File: src/verilog/serdes21_pkg.sv
// constants, types and slot timing helper for the 21-bit serial link
// Functional notes
// - the transmitter takes in all 21 parallel bits on every rising edge of its parallel input clock.
// - the transmitter sends that word on three serial pairs, each with a true and a complement line.
// - the transmitter forwards its clock on one extra pair that runs beside the data pairs.
// - with its power-down input low, the transmitter floats every serial data and clock output.
// - the receiver takes three serial data pairs and one forwarded clock pair as its link inputs.
// - the receiver presents 21 parallel bits and an output clock whose rising edge strobes them.
// - while the receiver is powered down its parallel outputs stay at the values they held before.
// - each serial pair carries seven bits per input clock period, each one seventh of the period long.
// - power-down is active low, may come at any time, and outputs toggle again about 10 ms after release.
// - when the forwarded clock stops, the receiver clocks stop and its outputs keep their last states.
package serdes21_pkg;
  localparam int NUM_BITS       = 21;
  localparam int NUM_PAIRS      = 3;
  localparam int SLOTS_PER_PAIR = 7;
  localparam int PERIOD_W       = 8;
  localparam int ACC_W          = 9;
  localparam int SYNC_W         = 32;
  localparam int CLK_FREQ_HZ    = 100_000_000;
  localparam int LOCK_TIME_MS   = 10;
  localparam int LOCK_CYCLES    = LOCK_TIME_MS * (CLK_FREQ_HZ / 1000);
  localparam int TX_SIDE        = 0;
  localparam int RX_SIDE        = 1;

  localparam logic [2:0]          FIRST_SLOT   = 3'h0;
  localparam logic [2:0]          STROBE_SLOT  = 3'h3;
  localparam logic [2:0]          LAST_SLOT    = 3'h6;
  localparam logic [ACC_W-1:0]    ACC_STEP     = 9'h007;
  localparam logic [PERIOD_W-1:0] PERIOD_RESET = 8'h0E;
  localparam logic [PERIOD_W-1:0] PERIOD_MAX   = 8'hFF;
  localparam logic [PERIOD_W-1:0] PERIOD_ONE   = 8'h01;

  // power and lock progress, gray coded
  typedef enum logic [1:0] {
    LINK_OFF     = 2'b00,
    LINK_LOCKING = 2'b01,
    LINK_ACTIVE  = 2'b11
  } link_state_t;

  // fractional slot timer: seven slots spread over one measured period
  typedef struct packed {
    logic [ACC_W-1:0] acc;
    logic [2:0]       slot;
    logic             run;
    logic             tick;
  } slot_timer_t;

  // add seven per cycle, leave a slot each time the period is passed
  function automatic slot_timer_t timer_step(input slot_timer_t t, input logic [PERIOD_W-1:0] period);
    slot_timer_t      n;
    logic [ACC_W-1:0] sum;
    n      = t;
    n.tick = 1'b0;
    sum    = t.acc + ACC_STEP;
    if (t.run) begin
      n.acc = sum;
      if (sum >= {1'b0, period}) begin
        n.acc  = sum - {1'b0, period};
        n.tick = 1'b1;
        if (t.slot == LAST_SLOT) begin
          n.run = 1'b0;
        end else begin
          n.slot = t.slot + 3'h1;
        end
      end
    end
    return n;
  endfunction
endpackage

File: src/verilog/serdes21.sv
// transmitter and receiver halves of the 21-bit, three-pair serial link
`timescale 1ns/1ps
module serdes21
  import serdes21_pkg::*;
#(
  parameter int LOCK_CYCLES_P = LOCK_CYCLES
) (
  input  wire logic                 clk,
  input  wire logic                 rst,
  input  wire logic                 parallel_input_clock,
  input  wire logic [NUM_BITS-1:0]  parallel_tx_inputs,
  input  wire logic                 tx_power_down_n,
  output logic      [NUM_PAIRS-1:0] serial_data_pair_true,
  output logic      [NUM_PAIRS-1:0] serial_data_pair_comp,
  output logic                      serial_data_oe,
  output logic                      forwarded_clock_true,
  output logic                      forwarded_clock_comp,
  output logic                      forwarded_clock_oe,
  input  wire logic [NUM_PAIRS-1:0] link_data_in_true,
  input  wire logic [NUM_PAIRS-1:0] link_data_in_comp,
  input  wire logic                 link_clock_in_true,
  input  wire logic                 link_clock_in_comp,
  input  wire logic                 rx_power_down_n,
  output logic      [NUM_BITS-1:0]  parallel_rx_outputs,
  output logic                      recovered_output_clock
);
  localparam int LOCK_W = $clog2(LOCK_CYCLES_P + 1);

  logic [SYNC_W-1:0]    meta_ff;
  logic [SYNC_W-1:0]    sync_ff;
  logic [NUM_BITS-1:0]  tx_data_s;
  logic                 tx_clk_s;
  logic [NUM_PAIRS-1:0] rx_t_s;
  logic [NUM_PAIRS-1:0] rx_c_s;
  logic                 rx_clk_s;
  logic [1:0]           pd_n_s;
  link_state_t          link_state_ff [2];
  logic [LOCK_W-1:0]    lock_cnt_ff [2];
  logic                 tx_clk_d_ff;
  logic                 tx_edge;
  logic [PERIOD_W-1:0]  tx_cnt_ff;
  logic [PERIOD_W-1:0]  tx_period_ff;
  slot_timer_t          tx_tmr_ff;
  slot_timer_t          nxt_tx_tmr;
  logic [NUM_BITS-1:0]  word_ff;
  logic [NUM_BITS-1:0]  nxt_word;
  logic [NUM_PAIRS-1:0] nxt_tx_bits;
  logic [NUM_PAIRS-1:0] serial_data_pair_true_ff;
  logic [NUM_PAIRS-1:0] serial_data_pair_comp_ff;
  logic                 serial_data_oe_ff;
  logic                 forwarded_clock_true_ff;
  logic                 forwarded_clock_comp_ff;
  logic                 forwarded_clock_oe_ff;
  logic                 rx_clk_d_ff;
  logic                 rx_edge;
  logic [PERIOD_W-1:0]  rx_cnt_ff;
  logic [PERIOD_W-1:0]  rx_period_ff;
  slot_timer_t          rx_tmr_ff;
  slot_timer_t          nxt_rx_tmr;
  logic [NUM_PAIRS-1:0] rx_bit;
  logic [NUM_BITS-1:0]  rx_shift_ff;
  logic [NUM_BITS-1:0]  nxt_rx_shift;
  logic                 rx_word_done;
  logic [NUM_BITS-1:0]  parallel_rx_outputs_ff;
  logic                 recovered_output_clock_ff;

  // two-stage synchroniser for every pin from outside the clk domain
  always_ff @(posedge clk) begin
    if (rst) begin
      meta_ff <= '0;
      sync_ff <= '0;
    end else begin
      meta_ff <= {parallel_tx_inputs, parallel_input_clock, tx_power_down_n, link_data_in_true,
                  link_data_in_comp, link_clock_in_true, link_clock_in_comp, rx_power_down_n};
      sync_ff <= meta_ff;
    end
  end

  // synchronised pin fields
  assign tx_data_s = sync_ff[31:11];
  assign tx_clk_s  = sync_ff[10];
  assign pd_n_s    = {sync_ff[0], sync_ff[9]};
  assign rx_t_s    = sync_ff[8:6];
  assign rx_c_s    = sync_ff[5:3];
  assign rx_clk_s  = sync_ff[2] & ~sync_ff[1];

  // power-down and lock wait, one machine per half
  for (genvar i = 0; i < 2; i++) begin : g_lock
    always_ff @(posedge clk) begin
      if (rst) begin
        link_state_ff[i] <= LINK_OFF;
        lock_cnt_ff[i]   <= '0;
      end else begin
        lock_cnt_ff[i] <= '0;
        case (link_state_ff[i])
          LINK_OFF: begin
            if (pd_n_s[i]) begin
              link_state_ff[i] <= LINK_LOCKING;
            end
          end
          LINK_LOCKING: begin
            lock_cnt_ff[i] <= lock_cnt_ff[i] + 1'b1;
            if (!pd_n_s[i]) begin
              link_state_ff[i] <= LINK_OFF;
            end else if (lock_cnt_ff[i] == LOCK_W'(LOCK_CYCLES_P - 1)) begin
              link_state_ff[i] <= LINK_ACTIVE;
            end
          end
          LINK_ACTIVE: begin
            if (!pd_n_s[i]) begin
              link_state_ff[i] <= LINK_OFF;
            end
          end
          default: begin
            link_state_ff[i] <= LINK_OFF;
          end
        endcase
      end
    end
  end

  // transmit clock edge and period measurement
  assign tx_edge = tx_clk_s & ~tx_clk_d_ff;
  always_ff @(posedge clk) begin
    if (rst) begin
      tx_clk_d_ff  <= 1'b0;
      tx_cnt_ff    <= PERIOD_ONE;
      tx_period_ff <= PERIOD_RESET;
    end else begin
      tx_clk_d_ff <= tx_clk_s;
      if (tx_edge) begin
        tx_period_ff <= tx_cnt_ff;
        tx_cnt_ff    <= PERIOD_ONE;
      end else if (tx_cnt_ff != PERIOD_MAX) begin
        tx_cnt_ff <= tx_cnt_ff + PERIOD_ONE;
      end
    end
  end

  // word capture and slot timing, slot 0 starts at the clock edge
  assign nxt_word   = tx_edge ? tx_data_s : word_ff;
  // slots run one cycle short of the last period so slot 6 still fits a period one cycle shorter
  assign nxt_tx_tmr = tx_edge ? slot_timer_t'{acc: '0, slot: FIRST_SLOT, run: 1'b1, tick: 1'b0}
                              : timer_step(tx_tmr_ff, tx_period_ff - PERIOD_ONE);
  always_ff @(posedge clk) begin
    if (rst) begin
      word_ff   <= '0;
      tx_tmr_ff <= '0;
    end else begin
      word_ff   <= nxt_word;
      tx_tmr_ff <= nxt_tx_tmr;
    end
  end

  // pair p carries bits p*7 .. p*7+6, slot order low bit first
  for (genvar p = 0; p < NUM_PAIRS; p++) begin : g_tx_map
    assign nxt_tx_bits[p] = nxt_word[p * SLOTS_PER_PAIR + int'(nxt_tx_tmr.slot)];
  end

  // serial outputs: quiet while locking, floated while powered down
  always_ff @(posedge clk) begin
    if (rst) begin
      serial_data_pair_true_ff <= '0;
      serial_data_pair_comp_ff <= '1;
      forwarded_clock_true_ff  <= 1'b0;
      forwarded_clock_comp_ff  <= 1'b1;
      serial_data_oe_ff        <= 1'b0;
      forwarded_clock_oe_ff    <= 1'b0;
    end else begin
      serial_data_oe_ff     <= link_state_ff[TX_SIDE] != LINK_OFF;
      forwarded_clock_oe_ff <= link_state_ff[TX_SIDE] != LINK_OFF;
      if (link_state_ff[TX_SIDE] == LINK_ACTIVE) begin
        serial_data_pair_true_ff <= nxt_tx_bits;
        serial_data_pair_comp_ff <= ~nxt_tx_bits;
        forwarded_clock_true_ff  <= tx_clk_s;
        forwarded_clock_comp_ff  <= ~tx_clk_s;
      end else begin
        serial_data_pair_true_ff <= '0;
        serial_data_pair_comp_ff <= '1;
        forwarded_clock_true_ff  <= 1'b0;
        forwarded_clock_comp_ff  <= 1'b1;
      end
    end
  end

  // receive clock edge and period measurement
  assign rx_edge = rx_clk_s & ~rx_clk_d_ff;
  always_ff @(posedge clk) begin
    if (rst) begin
      rx_clk_d_ff  <= 1'b0;
      rx_cnt_ff    <= PERIOD_ONE;
      rx_period_ff <= PERIOD_RESET;
    end else begin
      rx_clk_d_ff <= rx_clk_s;
      if (rx_edge) begin
        rx_period_ff <= rx_cnt_ff;
        rx_cnt_ff    <= PERIOD_ONE;
      end else if (rx_cnt_ff != PERIOD_MAX) begin
        rx_cnt_ff <= rx_cnt_ff + PERIOD_ONE;
      end
    end
  end

  // sample each slot in its last cycle: timer starts one step ahead of the sender's,
  // same shortened period, so the slot 6 sample lands before the next clock edge
  assign nxt_rx_tmr = rx_edge ? slot_timer_t'{acc: ACC_STEP, slot: FIRST_SLOT, run: 1'b1, tick: 1'b0}
                              : timer_step(rx_tmr_ff, rx_period_ff - PERIOD_ONE);
  assign rx_word_done = nxt_rx_tmr.tick && (rx_tmr_ff.slot == LAST_SLOT);

  for (genvar p = 0; p < NUM_PAIRS; p++) begin : g_rx_decode
    assign rx_bit[p] = rx_t_s[p] & ~rx_c_s[p];
  end

  // place sampled bits into their word positions
  always_comb begin
    nxt_rx_shift = rx_shift_ff;
    if (nxt_rx_tmr.tick) begin
      for (int p = 0; p < NUM_PAIRS; p++) begin
        nxt_rx_shift[p * SLOTS_PER_PAIR + int'(rx_tmr_ff.slot)] = rx_bit[p];
      end
    end
  end

  always_ff @(posedge clk) begin
    if (rst) begin
      rx_tmr_ff   <= '0;
      rx_shift_ff <= '0;
    end else begin
      rx_tmr_ff   <= nxt_rx_tmr;
      rx_shift_ff <= nxt_rx_shift;
    end
  end

  // parallel outputs and strobe, frozen unless locked and running
  always_ff @(posedge clk) begin
    if (rst) begin
      parallel_rx_outputs_ff    <= '0;
      recovered_output_clock_ff <= 1'b0;
    end else if (link_state_ff[RX_SIDE] == LINK_ACTIVE) begin
      if (rx_word_done) begin
        parallel_rx_outputs_ff    <= nxt_rx_shift;
        recovered_output_clock_ff <= 1'b0;
      end else if (nxt_rx_tmr.tick && rx_tmr_ff.slot == STROBE_SLOT) begin
        recovered_output_clock_ff <= 1'b1;
      end
    end
  end

  // outputs straight from flops
  assign serial_data_pair_true  = serial_data_pair_true_ff;
  assign serial_data_pair_comp  = serial_data_pair_comp_ff;
  assign serial_data_oe         = serial_data_oe_ff;
  assign forwarded_clock_true   = forwarded_clock_true_ff;
  assign forwarded_clock_comp   = forwarded_clock_comp_ff;
  assign forwarded_clock_oe     = forwarded_clock_oe_ff;
  assign parallel_rx_outputs    = parallel_rx_outputs_ff;
  assign recovered_output_clock = recovered_output_clock_ff;
endmodule

File: config.mk
export PLATFORM = sky130hd
export DESIGN_NAME = serdes21
export DESIGN_NICKNAME = d
export VERILOG_FILES = /design/src/verilog/serdes21_pkg.sv /design/src/verilog/serdes21.sv
export SDC_FILE = /design/constraint.sdc
export NUM_CORES = 1
export LEC_CHECK = 0
export ABC_CLOCK_PERIOD_IN_PS = 9900
export BUFFER_PORTS_ARGS = -buffer_cell sky130_fd_sc_hd__buf_2
export CAP_MARGIN = 20
export CORE_AREA = 2 2 169 171
export DETAILED_ROUTE_END_ITERATION = 8
export DIE_AREA = 0 0 171 173
export GPL_ROUTABILITY_DRIVEN = 0
export GPL_TIMING_DRIVEN = 0
export PLACE_DENSITY_LB_ADDON = 0.15
export REMOVE_ABC_BUFFERS = 1
export SYNTH_ARGS = -nofsm -noshare
export SYNTH_HDL_FRONTEND = slang
export SYNTH_SLANG_ARGS = --single-unit
export TNS_END_PERCENT = 50
File: constraint.sdc
create_clock -name clk -period 9.9 [get_ports clk]
set_clock_uncertainty 0.2 [all_clocks]
set_input_delay 0.99 -clock clk [delete_from_list [all_inputs] [get_ports clk]]
set_output_delay 0.99 -clock clk [all_outputs]
set_load 0.01 [all_outputs]
==> summary.txt, run 1 <==
Layout
  • Diodes inserted: 0
  • Area Overhead vs Synth: 14.4%
  • Share of cells above drive strength 1: 10.9%
  • Multi-input logic area: approximately 6000 sq um
  • Post-route cell area: about 13,000 sq um
  • Reg area: roughly 5100 sq um
  • Fin util: 47.7%
  • # fillers: between 2k and 3k
  • Final nets: approximately 1.4k

Global routing
  • Vias in the first global route: around 8.5k
  • Pin count of the biggest net entering global routing: around 110
  • First-pass GRT wire length: roughly 41,000 um
  • Gr ovfl total: 0
  • Antenna violations before repair: 0
  • Global Route Usage Sum: ~16%

Status
  • Status: completed

Floorplan
  • Die width: 171 um
  • Core box area: between 20,000 and 30,000 sq um
  • Number of cell rows: 61
  • Die Height: 173 um
  • Initial Utilization: between 40% and 50%
  • Die ar.: between 20,000 and 30,000 sq um
  • I/O pins: 66

Clock network
  • Post-CTS sizing: 0
  • TritonCTS buffer count: 28
  • H-tree Lvls: 1
  • Worst-path clk slew: approximately 0.06 ns
  • Clock buffer depth: 3
  • Clock Sinks: between 200 and 250
  • CTS tree: built
  • Setup bufs post-CTS: 0
  • Cts hold-fix bufs: 0
  • Clk Latency, worst-skew pair: ~0.53 ns
  • Clock Tree Root: clkbuf_16

Flow run
  • Max Cap Viol: 0

STA
  • Fmax: between 150 and 200 MHz
  • Final slew viol count: 0
  • Tcrit/Tclk final: between 50% and 60%
  • Setup_tns: 0 ns
  • Crit path time final: 5.15 ns
  • Count of final setup violators: 0
  • Worst slew pin tran: 0.975 ns
  • Endpoints failing hold: 0
  • RSZ-0062 raised after global routing: no
  • Slew margin rel.: a little over a third

Drt
  • DRT Pass-1 Iters: 5
  • Residual DRC count: 0
  • Initial DRC Count: 443
  • ANT nets after route: 0
  • Detailed Route WL: 24,000 um
  • Routed len/inst: about 14 um
  • Vias: just under 9k
  • Via density: between 5 and 6

Logic synthesis
  • Mux share of post-synthesis cell area: approximately 4.5%
  • Syn avg cell area: around 9 sq um
  • Main combinational cell family by area after synthesis: simple AND/OR/NAND/NOR gates
  • Synth Instances: 1,304
  • Synth area leader: dfxtp_1
  • Cell Area, Synth: about 12,000 sq um
  • Post-synth cell types: 79
  • Simple-Gate Fraction of Synth Area: a little under a quarter
  • Yosys warns: 0
  • Most common cell in the netlist: dfxtp_1
  • Asr flop ratio synth: 0%
  • Synth top area share: a little under two fifths
  • Synth Register Bits: 241
  • Most instantiated cells after synthesis: dfxtp_1 (217), nand2_1 (165), nor2_1 (135)
  • Seq/Total Area, Yosys: approximately 44%
  • Adder-Cell Fraction of Synth Area: roughly 4.7%
  • Post-synth EDFFs: 24
  • XOR/XNOR share of the synthesized area: about 5.8%
  • Synth Flop Type: dfxtp_1
  • Top post-synthesis cells by area: dfxtp_1 (38%), edfxtp_1 (6.3%), nand2_1 (5.4%)
  • Complex-gate fraction of the synthesized area: between 10% and 20%

Pwr
  • Overall power: 2.51 mW
  • Power per Cell Area: roughly 190 nW/um^2
  • Worst VDD drop: roughly 0.15 mV
  • Lkg Pwr: 5.15 nW

Setup path
  • CP endpoint kind: register
  • Crit path max fanout: 7
  • CP startpoint kind: register
  • Worst R2R Path Depth: 18
  • Data required, critical path: ~10 ns
  • CP arrival: about 5.4 ns
  • Critical setup path kind: register to register

Placed design
  • Placed inst area: between 10,000 and 15,000 sq um
  • Post-DP HPWL: ~16,000 um
  • Number of buffer cells added on primary ports: 65

Min path
  • Hold path cells: 2
  • Worst hold path type: register to register
==> logic make-up (layout without fill, tap and decap cells) <==
| logic type | after synthesis | after routing |
|---|---|---|
| AO/OA/AOI/OAI | 242 | 242 |
| XOR/XNOR | 75 | 75 |
| adder cells (fa/ha/maj) | 42 | 42 |
| buffers and inverters | 112 | 168 |
| flip-flops | 241 | 241 |
| multiplexers | 51 | 51 |
| other | 1 | 20 |
| AND/OR/NAND/NOR | 540 | 540 |
==> sequential cells by signal, summed over array words and instances (netlist names), 3 cells and up <==
name and count:
meta_ff 32, sync_ff 32, parallel_rx_outputs 21, tx_cnt_ff 8, word_ff 21, link_state_ff 4
serial_data_pair_true 3, rx_period_ff 8, tx_period_ff 8, tx_tmr_ff 13, rx_cnt_ff 8, lock_cnt_ff 40
rx_tmr_ff 13, serial_data_pair_comp 3, rx_shift_ff 21
==> through the flow <==
stage               std cells  hold WS, ns  setup WS [ns]
floorplan                1257        0.195           5.46
global placement         1700        0.221           4.60
detailed placement       1704        0.221           4.81
CTS                      1756        0.234           4.76
global route             1757        0.244           4.36
finish                   1757        0.233           4.75
==> area by class of cell <==
type	instances	area share, %
Multi-Input combinational cell	970	46.0
Inverter	46	1.31
Clock buffer	34	5.96
Sequential cell	241	38.4
Timing Repair Buffer	70	3.16
Tap cell	378	3.59
Clock inverter	18	1.57
==> final timing paths <==
check	start	end	slack [ns]
min reg2reg	sync_ff[27]$_SDFF_PP0_	word_ff[16]$_SDFF_PP0_	0.23
max reg2reg	tx_tmr_ff[5]$_SDFFE_PP0P_	serial_data_pair_comp[2]$_SDFF_PP1_	4.75
min	sync_ff[27]$_SDFF_PP0_	word_ff[16]$_SDFF_PP0_	0.23
max	tx_tmr_ff[5]$_SDFFE_PP0P_	serial_data_pair_comp[2]$_SDFF_PP1_	4.75
==> worst max-delay path, stage by stage (launching register included) <==
cell,delay [ns]
dfxtp_1,0.41
inv_1,0.07
ha_1,0.23
nand2b_1,0.23
nand4_1,0.15
xnor2_1,0.27
ha_1,0.35
and2_2,0.25
a41oi_2,0.24
and3_1,0.35
a31oi_1,0.21
a211oi_4,0.42
inv_2,0.14
ha_1,0.43
nand2b_1,0.08
a2111oi_0,0.36
a311o_1,0.23
o22ai_2,0.09
a211oi_1,0.33
==> per-layer routing <==
metal	GRT usage (%)	part of all wire, %	wire length (um)	vias up
met5	0	0	0	-
met4	3.88	1.9	467	0
met3	2.70	3.8	901	35
met2	27.8	47	11300	151
met1	21.3	47	11300	4156
li1	-	-	-	4607
==> placed cells by master, fill, tap and decap left out, types with 32 or more instances in the layout <==
cell type	netlist	final
inv_1	44	44
ha_1	40	40
nor2_1	135	135
nand2_1	165	165
buf_2	4	64
dfxtp_1	217	217
nand3_1	44	44
nor2b_1	73	72
mux2i_1	50	50
xnor2_1	43	43
o21ai_0	32	32
a21oi_1	93	93
==> power breakdown <==
group | total, mW | leakage [nW] | switching [mW] | internal (mW)
clock network | 1.09 | 0.488 | 0.417 | 0.670
logic | 0.382 | 2.65 | 0.232 | 0.150
registers | 1.04 | 2.02 | 0.0268 | 1.02
Power figures use the tool's default switching activity.
==> run 2: changes to the inputs <==
- ABC_CLOCK_PERIOD_IN_PS: 9900 -> 4350
- clock period: 9.9 -> 4.35 ns (I/O delays scaled with it)
==> run 2 against run 1 <==
First-iteration DRC count is 8.4% higher. Fmax is 24% higher. Via count is 1.5% higher. Sequential share of layout area is 1.4 points lower. Count of clock-buffer cells in the layout stayed put. Flip-flop and latch count stayed put. Total power is 130% higher. Register-to-register slack worse by 4.6 ns. Combinational power is 140% higher. Non-clock buffer count is 39 higher. Die area stayed put. Wire length is 1.9% higher. Largest power group unchanged.
==> summary.txt, run 2 (synthesis gave the netlist of run 1 again) <==
Floorplan
  • Die Height: 173 um (unchanged)
  • Die ar.: 29,600 sq um (unchanged)
  • Number of cell rows: 61 (unchanged)
  • I/O pins: 66 (unchanged)
  • Die width: 171 um (unchanged)
  • Initial Utilization: 41.7% (unchanged)
  • Core box area: 27,600 sq um (unchanged)

Layout
  • Final nets: 1,472 (+2.7%)
  • Diodes inserted: 0 (unchanged)
  • Regs by FF count: lock_cnt_ff: 40 flops, meta_ff: 32 flops, sync_ff: 32 flops
  • Non-filler instance count after layout: 1,796 (+2.2%)
  • Commonest cells after routing, fill and taps aside: dfxtp_1 (213), nand2_1 (165), nor2_1 (135)
  • Commonest non-fill, non-tap cell in the layout: dfxtp_1
  • Max FFs per register: 40 (unchanged)
  • Largest reg by FF count: lock_cnt_ff
  • Share of cells above drive strength 1: 13.0% (+2.1 points)
  • Fin util: 49.7% (+1.9 points)
  • Area Overhead vs Synth: 19.1%

STA
  • Final WS setup: 0.184 ns (-4.57 ns)
  • RSZ-0062 raised after global routing: yes
  • Final slew viol count: 0 (unchanged)
  • Crit path time final: 4.17 ns (-0.985 ns)
  • Count of final setup violators: 0 (unchanged)
  • Fmax: 240 MHz (+24%)
  • Endpoints failing hold: 0 (unchanged)
  • Slew margin rel.: 34.7% (-0.060 points)
  • Tcrit/Tclk final: 95.8% (+44 points)
  • Worst slew pin tran: 0.976 ns (+0.000900 ns)

Global routing
  • Vias in the first global route: 8,701 (+2.7%)
  • Pin count of the biggest net entering global routing: 107 (unchanged)
  • First-pass GRT wire length: 41,500 um (+2.3%)
  • Gr ovfl total: 0 (unchanged)
  • Global Route Usage Sum: 16.6% (+0.34 points)
  • Antenna violations before repair: 0 (unchanged)

Clock network
  • TritonCTS buffer count: 28 (unchanged)
  • H-tree Lvls: 1 (unchanged)
  • Clock Sinks: 241 (unchanged)
  • Clk Latency, worst-skew pair: 0.53 ns (about the same)
  • Worst-path clk slew: 0.06 ns (about the same)
  • CTS tree: built
  • Clock buffer depth: 3 (unchanged)
  • Clock Tree Root: clkbuf_16

Min path
  • Hold path cells: 2 (unchanged)
  • Worst hold path type: primary input to register

Flow run
  • Max Cap Viol: 0 (unchanged)

Setup path
  • Critical path's slowest cell: dfxtp_4
  • Critical Path Max Stage Delay: 0.38 ns (-0.05 ns)
  • CP endpoint kind: register
  • Cell chain of the critical path: inv_1, ha_2, nand2b_4, nand4_1, xnor2_2, ha_4, and2_4, a41oi_4, and3_4, a31oi_2, a211oi_4, inv_2, ha_4, nand2b_1, a2111oi_2, a311o_1, a21oi_2, a211o_1
  • CP startpoint kind: register
  • Critical path's top delay family: compound AO/OA/AOI/OAI gates
  • Worst setup endpoint: serial_data_pair_true[2]$_SDFF_PP0_
  • Critical R2R Launch: tx_tmr_ff[5]$_SDFFE_PP0P_
  • R2r setup slk: 0.18 ns (-4.57 ns)
  • Critical setup path kind: register to register
  • FF-to-FF End: serial_data_pair_true[2]$_SDFF_PP0_
  • Critical path's most frequent cell: ha_4
  • Buffers & Inverters on Critical Path: 2 (unchanged)
  • CP Depth: 18 (unchanged)
  • Data required, critical path: 4.56 ns (-5.55 ns)
  • CP arrival: 4.38 ns (-0.99 ns)
  • Crit. Startpoint: tx_tmr_ff[5]$_SDFFE_PP0P_
  • Crit path max fanout: 7 (unchanged)
  • Worst R2R Path Depth: 18 (unchanged)

Drt
  • Via density: 5.06 (-0.67%)
  • Initial DRC Count: 480 (+8.4%)
  • Routed len/inst: 13.6 um (-0.33%)
  • Residual DRC count: 0 (unchanged)
  • DRT Pass-1 Iters: 4 (-1)
  • Vias: 9,086 (+1.5%)
  • ANT nets after route: 0 (unchanged)
  • Detailed Route WL: 24,400 um (+1.9%)

Pwr
  • Lkg Pwr: 5.37 nW (+4.3%)
  • Worst VDD drop: 0.334 mV (+130%)
  • Power per Cell Area: 421 nW/um^2 (+120%)

Status
  • Status: completed

Placed design
  • Number of buffer cells added on primary ports: 65 (unchanged)
  • Post-DP HPWL: 16,500 um (unchanged)
  • Dpl ws: -0.744 ns (-5.55 ns)
  • Cells after DPL: 1,704 (unchanged)
-- run 2: cell count changes in the layout (fill, tap and decap cells not counted), sizes merged --
| cell | change |
|---|---|
| buf | +7 |
| dlygate4sd3 | +32 |
-- run 2: area by class of cell --
class | instances | area (sq um)
Clock buffer | 34 | 786
Clock inverter | 18 | 206
Fill cell | 2613 | 13900
Inverter | 46 | 173
Multi-Input combinational cell | 970 | 6210
Sequential cell | 241 | 5070
Tap cell | 378 | 473
Timing Repair Buffer | 109 | 802
-- run 2: worst min-delay path by stage --
| stage | start | endpoint | slack (ns) |
|---|---|---|---|
| final | rst | sync_ff[3]$_SDFF_PP0_ | 0.09 |
| after global routing | rst | sync_ff[3]$_SDFF_PP0_ | 0.11 |
| after CTS | rst | rx_shift_ff[14]$_SDFF_PP0_ | 0.07 |
| after detailed placement | meta_ff[8]$_SDFF_PP0_ | sync_ff[8]$_SDFF_PP0_ | 0.22 |
| after global placement | meta_ff[5]$_SDFF_PP0_ | sync_ff[5]$_SDFF_PP0_ | 0.22 |
| after floorplan | sync_ff[10]$_SDFF_PP0_ | forwarded_clock_comp$_SDFF_PP1_ | 0.19 |
-- run 2: stage by stage --
| stage | power (mW) | setup TNS, ns | instance area (sq um) | hold WS [ns] |
|---|---|---|---|---|
| after detailed placement | 3.29 | -2.25 | 12200 | 0.221 |
| final | 5.78 | 0 | 13700 | 0.0881 |
| after floorplan | 3.06 | -0.100 | 11300 | 0.195 |
| after global placement | 3.27 | -4.62 | 12100 | 0.221 |
| after CTS | 5.84 | 0 | 13600 | 0.0740 |
| after global routing | 6.07 | -0.0211 | 13700 | 0.112 |
-- run 2: repair_timing --
action,CTS,global route
hold endpoints to repair,32,0
setup endpoints to repair,4,4
hold buffers,32,0
pin swaps,9,8
gates resized for setup,18,17
setup buffers,6,1
-- run 2: power by group --
part	switching (mW)	leakage, nW	internal [mW]	total, mW
logic	0.544	2.87	0.382	0.926
registers	0.0626	2.02	2.32	2.38
clock network	0.952	0.488	1.53	2.48
-- run 2: layer usage --
metal	global-route usage [%]	up-vias	wire length, um
li1	-	4684	-
met1	21.6	4237	11500
met2	28.6	132	11700
met3	2.70	33	814
met4	3.88	0	461
met5	0	-	0
-- run 2: worst reg2reg max path, cell delays in order (launching register included) --
cell,delay (ns)
dfxtp_4,0.38
inv_1,0.05
ha_2,0.21
nand2b_4,0.11
nand4_1,0.14
xnor2_2,0.24
ha_4,0.26
and2_4,0.17
a41oi_4,0.24
and3_4,0.27
a31oi_2,0.14
a211oi_4,0.26
inv_2,0.10
ha_4,0.31
nand2b_1,0.07
a2111oi_2,0.28
a311o_1,0.24
a21oi_2,0.09
a211o_1,0.31
==> run 3: changes to the inputs <==
- ABC_AREA: unset -> 1
- PLACE_DENSITY: unset -> 0.64
- PLACE_DENSITY_LB_ADDON: 0.15 -> unset
==> run 3 against run 2 <==
Worst hold slack improved by 0.045 ns. Register-to-register slack improved by 0.11 ns. Global-route usage decreased by 0.63 points. Synthesized area decreased by 0.15%. Wire length decreased by 2.2%. Die area unchanged. Highest routed layer unchanged.
==> summary.txt, run 3 <==
Status
  • Status: completed

Layout
  • Multi-input logic area: 5470 sq um (-12%)
  • # fillers: 2,704 (+3.5%)
  • Reg area: 5060 sq um (-0.15%)
  • Regs by FF count: lock_cnt_ff: 40 flops, meta_ff: 32 flops, sync_ff: 32 flops
  • Post-route cell area: 13,600 sq um (-0.71%)
  • Area Overhead vs Synth: 18.4%
  • Share of cells above drive strength 1: 12.5% (-0.51 points)
  • Commonest cells after routing, fill and taps aside: inv_1 (236), nand2_1 (228), dfxtp_1 (217)
  • Diodes inserted: 0 (unchanged)
  • Max FFs per register: 40 (unchanged)
  • Final nets: 1,685 (+14%)
  • Commonest non-fill, non-tap cell in the layout: inv_1
  • Largest reg by FF count: lock_cnt_ff

Placed design
  • Number of buffer cells added on primary ports: 65 (unchanged)
  • Post-DP HPWL: 16,000 um (-3.0%)
  • Dpl ws: -0.337 ns (+0.407 ns)
  • Placed inst area: 12,200 sq um (+0.22%)

Setup path
  • Data required, critical path: 4.53 ns (-0.03 ns)
  • Cell chain of the critical path: inv_1, ha_1, a21oi_4, nand3_2, xnor2_2, ha_4, nand2_1, inv_1, a21oi_1, nand2_1, nand2_1, nand2_4, nand2_1, o21ai_1, nor2_4, inv_2, ha_2, inv_2, nand3_1, nand3_1, nand2_1, nand2_1, nand3_1
  • Critical R2R Launch: tx_tmr_ff[5]$_SDFFE_PP0P_
  • Crit path max fanout: 16 (+9)
  • Worst R2R Path Depth: 23 (+5)
  • CP Depth: 23 (+5)
  • Critical path's top delay family: simple AND/OR/NAND/NOR gates
  • FF-to-FF End: serial_data_pair_comp[1]$_SDFF_PP1_
  • Critical setup path kind: register to register
  • Worst setup endpoint: serial_data_pair_comp[1]$_SDFF_PP1_
  • Critical Path Max Stage Delay: 0.38 ns (about the same)
  • Critical path's most frequent cell: nand2_1
  • CP arrival: 4.24 ns (-0.14 ns)
  • CP endpoint kind: register
  • CP startpoint kind: register
  • Critical path's slowest cell: dfxtp_1
  • Buffers & Inverters on Critical Path: 4 (+2)
  • Crit. Startpoint: tx_tmr_ff[5]$_SDFFE_PP0P_
  • R2r setup slk: 0.29 ns (+0.11 ns)

Drt
  • Initial DRC Count: 619 (+29%)
  • Routed len/inst: 11.9 um (-12%)
  • Via density: 4.73 (-6.6%)
  • Vias: 9,482 (+4.4%)
  • Detailed Route WL: 23,900 um (-2.2%)
  • Residual DRC count: 0 (unchanged)
  • ANT nets after route: 0 (unchanged)
  • DRT Pass-1 Iters: 6 (+2)

STA
  • WHS: 0.133 ns (+0.0451 ns)
  • Fmax: 246 MHz (+2.6%)
  • Endpoints failing hold: 0 (unchanged)
  • Final WS setup: 0.289 ns (+0.105 ns)
  • Final slew viol count: 0 (unchanged)
  • Tcrit/Tclk final: 93.4% (-2.4 points)
  • Crit path time final: 4.06 ns (-0.105 ns)
  • Worst slew pin tran: 0.825 ns (-0.151 ns)
  • Slew margin rel.: 44.7% (+10 points)
  • Count of final setup violators: 0 (unchanged)

Logic synthesis
  • Post-synth cell types: 57 (-28%)
  • Seq/Total Area, Yosys: 44.0% (+0.067 points)
  • Synth Register Bits: 241 (unchanged)
  • Top post-synthesis cells by area: dfxtp_1 (38%), inv_1 (7.7%), nand2_1 (7.5%)
  • Post-synth EDFFs: 24 (unchanged)
  • Synth area leader: dfxtp_1
  • Most common cell in the netlist: inv_1
  • Asr flop ratio synth: 0% (unchanged)
  • Yosys warns: 0 (unchanged)
  • Synth top area share: 37.8% (+0.057 points)
  • Syn avg cell area: 7.69 sq um (-13%)
  • Synth Flop Type: dfxtp_1
  • Synth Instances: 1,496 (+15%)
  • Most instantiated cells after synthesis: inv_1 (237), nand2_1 (229), dfxtp_1 (217)
  • Cell Area, Synth: 11,500 sq um (-0.15%)

Clock network
  • Clock buffer depth: 3 (unchanged)
  • CTS tree: built
  • Clock Sinks: 241 (unchanged)
  • TritonCTS buffer count: 26 (-7.1%)
  • H-tree Lvls: 1 (unchanged)
  • Clk Latency, worst-skew pair: 0.53 ns (about the same)
  • Worst-path clk slew: 0.06 ns (about the same)
  • Clock Tree Root: clkbuf_16

Global routing
  • Vias in the first global route: 8,794 (+1.1%)
  • First-pass GRT wire length: 40,300 um (-3.0%)
  • Global Route Usage Sum: 16.0% (-0.63 points)
  • Pin count of the biggest net entering global routing: 72 (-33%)
  • Antenna violations before repair: 0 (unchanged)
  • Gr ovfl total: 0 (unchanged)

Floorplan
  • Core box area: 27,600 sq um (unchanged)
  • Initial Utilization: 41.6% (-0.063 points)
  • Die ar.: 29,600 sq um (unchanged)
  • I/O pins: 66 (unchanged)
  • Die width: 171 um (unchanged)
  • Die Height: 173 um (unchanged)
  • Number of cell rows: 61 (unchanged)

Pwr
  • Worst VDD drop: 0.349 mV (+4.3%)
  • Power per Cell Area: 406 nW/um^2 (-3.6%)
  • Overall power: 5.53 mW (-4.3%)
  • Lkg Pwr: 5.90 nW (+9.8%)

Min path
  • Worst hold path type: primary input to register
  • Worst hold start: rst

Flow run
  • Max Cap Viol: 0 (unchanged)
==> run 3: cell types whose count changed after synthesis, sizes merged, moves of 40 or more <==
cell   previous run  this run
inv              45       242
nand2           165       234
nand3            45       119
nor2            136       215
nor2b            73         0
o21ai            32        72
==> run 3: cell families after synthesis <==
family | synth area share (%)
xor+xnor | 3.04
mux | 2.22
buf+inv | 9.97
fa+ha+maj | 4.70
other cells | 0.0326
flops | 44.0
simple gates | 25.1
compound gates | 11.0
==> run 3: how the worst min path moves through the flow <==
stage | slack (ns) | cells past startpoint | endpoint
global route | 0.14 | 2 | sync_ff[8]$_SDFF_PP0_
detailed placement | 0.19 | 2 | sync_ff[0]$_SDFF_PP0_
finish | 0.13 | 2 | sync_ff[10]$_SDFF_PP0_
CTS | 0.12 | 2 | sync_ff[10]$_SDFF_PP0_
global placement | 0.19 | 2 | sync_ff[13]$_SDFF_PP0_
floorplan | 0.19 | 2 | sync_ff[0]$_SDFF_PP0_
==> run 3: area by class of cell <==
type | instances | share of cell area, %
Multi-Input combinational cell | 984 | 40.2
Sequential cell | 241 | 37.2
Inverter | 245 | 6.78
Timing Repair Buffer | 111 | 5.81
Clock buffer | 29 | 5.16
Tap cell | 378 | 3.47
Clock inverter | 18 | 1.45
==> run 3: per-stage QoR <==
stage	setup TNS (ns)	utilization (%)	cells
after floorplan	0	-	1467
after global placement	-90.04	44.0	1910
after detailed placement	-7.14	44.2	1912
after CTS	0	48.7	1993
after global routing	-0.135	49.3	2006
final	0	49.3	2006
==> run 3: what timing repair did <==
action                                 CTS  global route
resized for setup                        2            10
setup endpoints to repair               24            28
setup buffers                            1             9
pin swaps                                1             4
hold buffers                            32             0
endpoints found under the hold margin   32             0
cloned                                   1             2
==> run 3: per-layer routing <==
metal  share of wire [%]  global-route usage (%)  up-vias
li1                    -                       -     5027
met1                  46                    20.8     4270
met2                  48                    27.8      142
met3                 3.2                    2.01       43
met4                 2.2                    4.13        0
met5                   0                       0        -
==> run 3: power breakdown <==
group | switching [mW] | internal (mW) | leakage [nW]
clock | 0.905 | 1.40 | 0.459
sequential | 0.0571 | 2.33 | 2.02
combinational | 0.536 | 0.307 | 3.42
total | 1.50 | 4.04 | 5.90
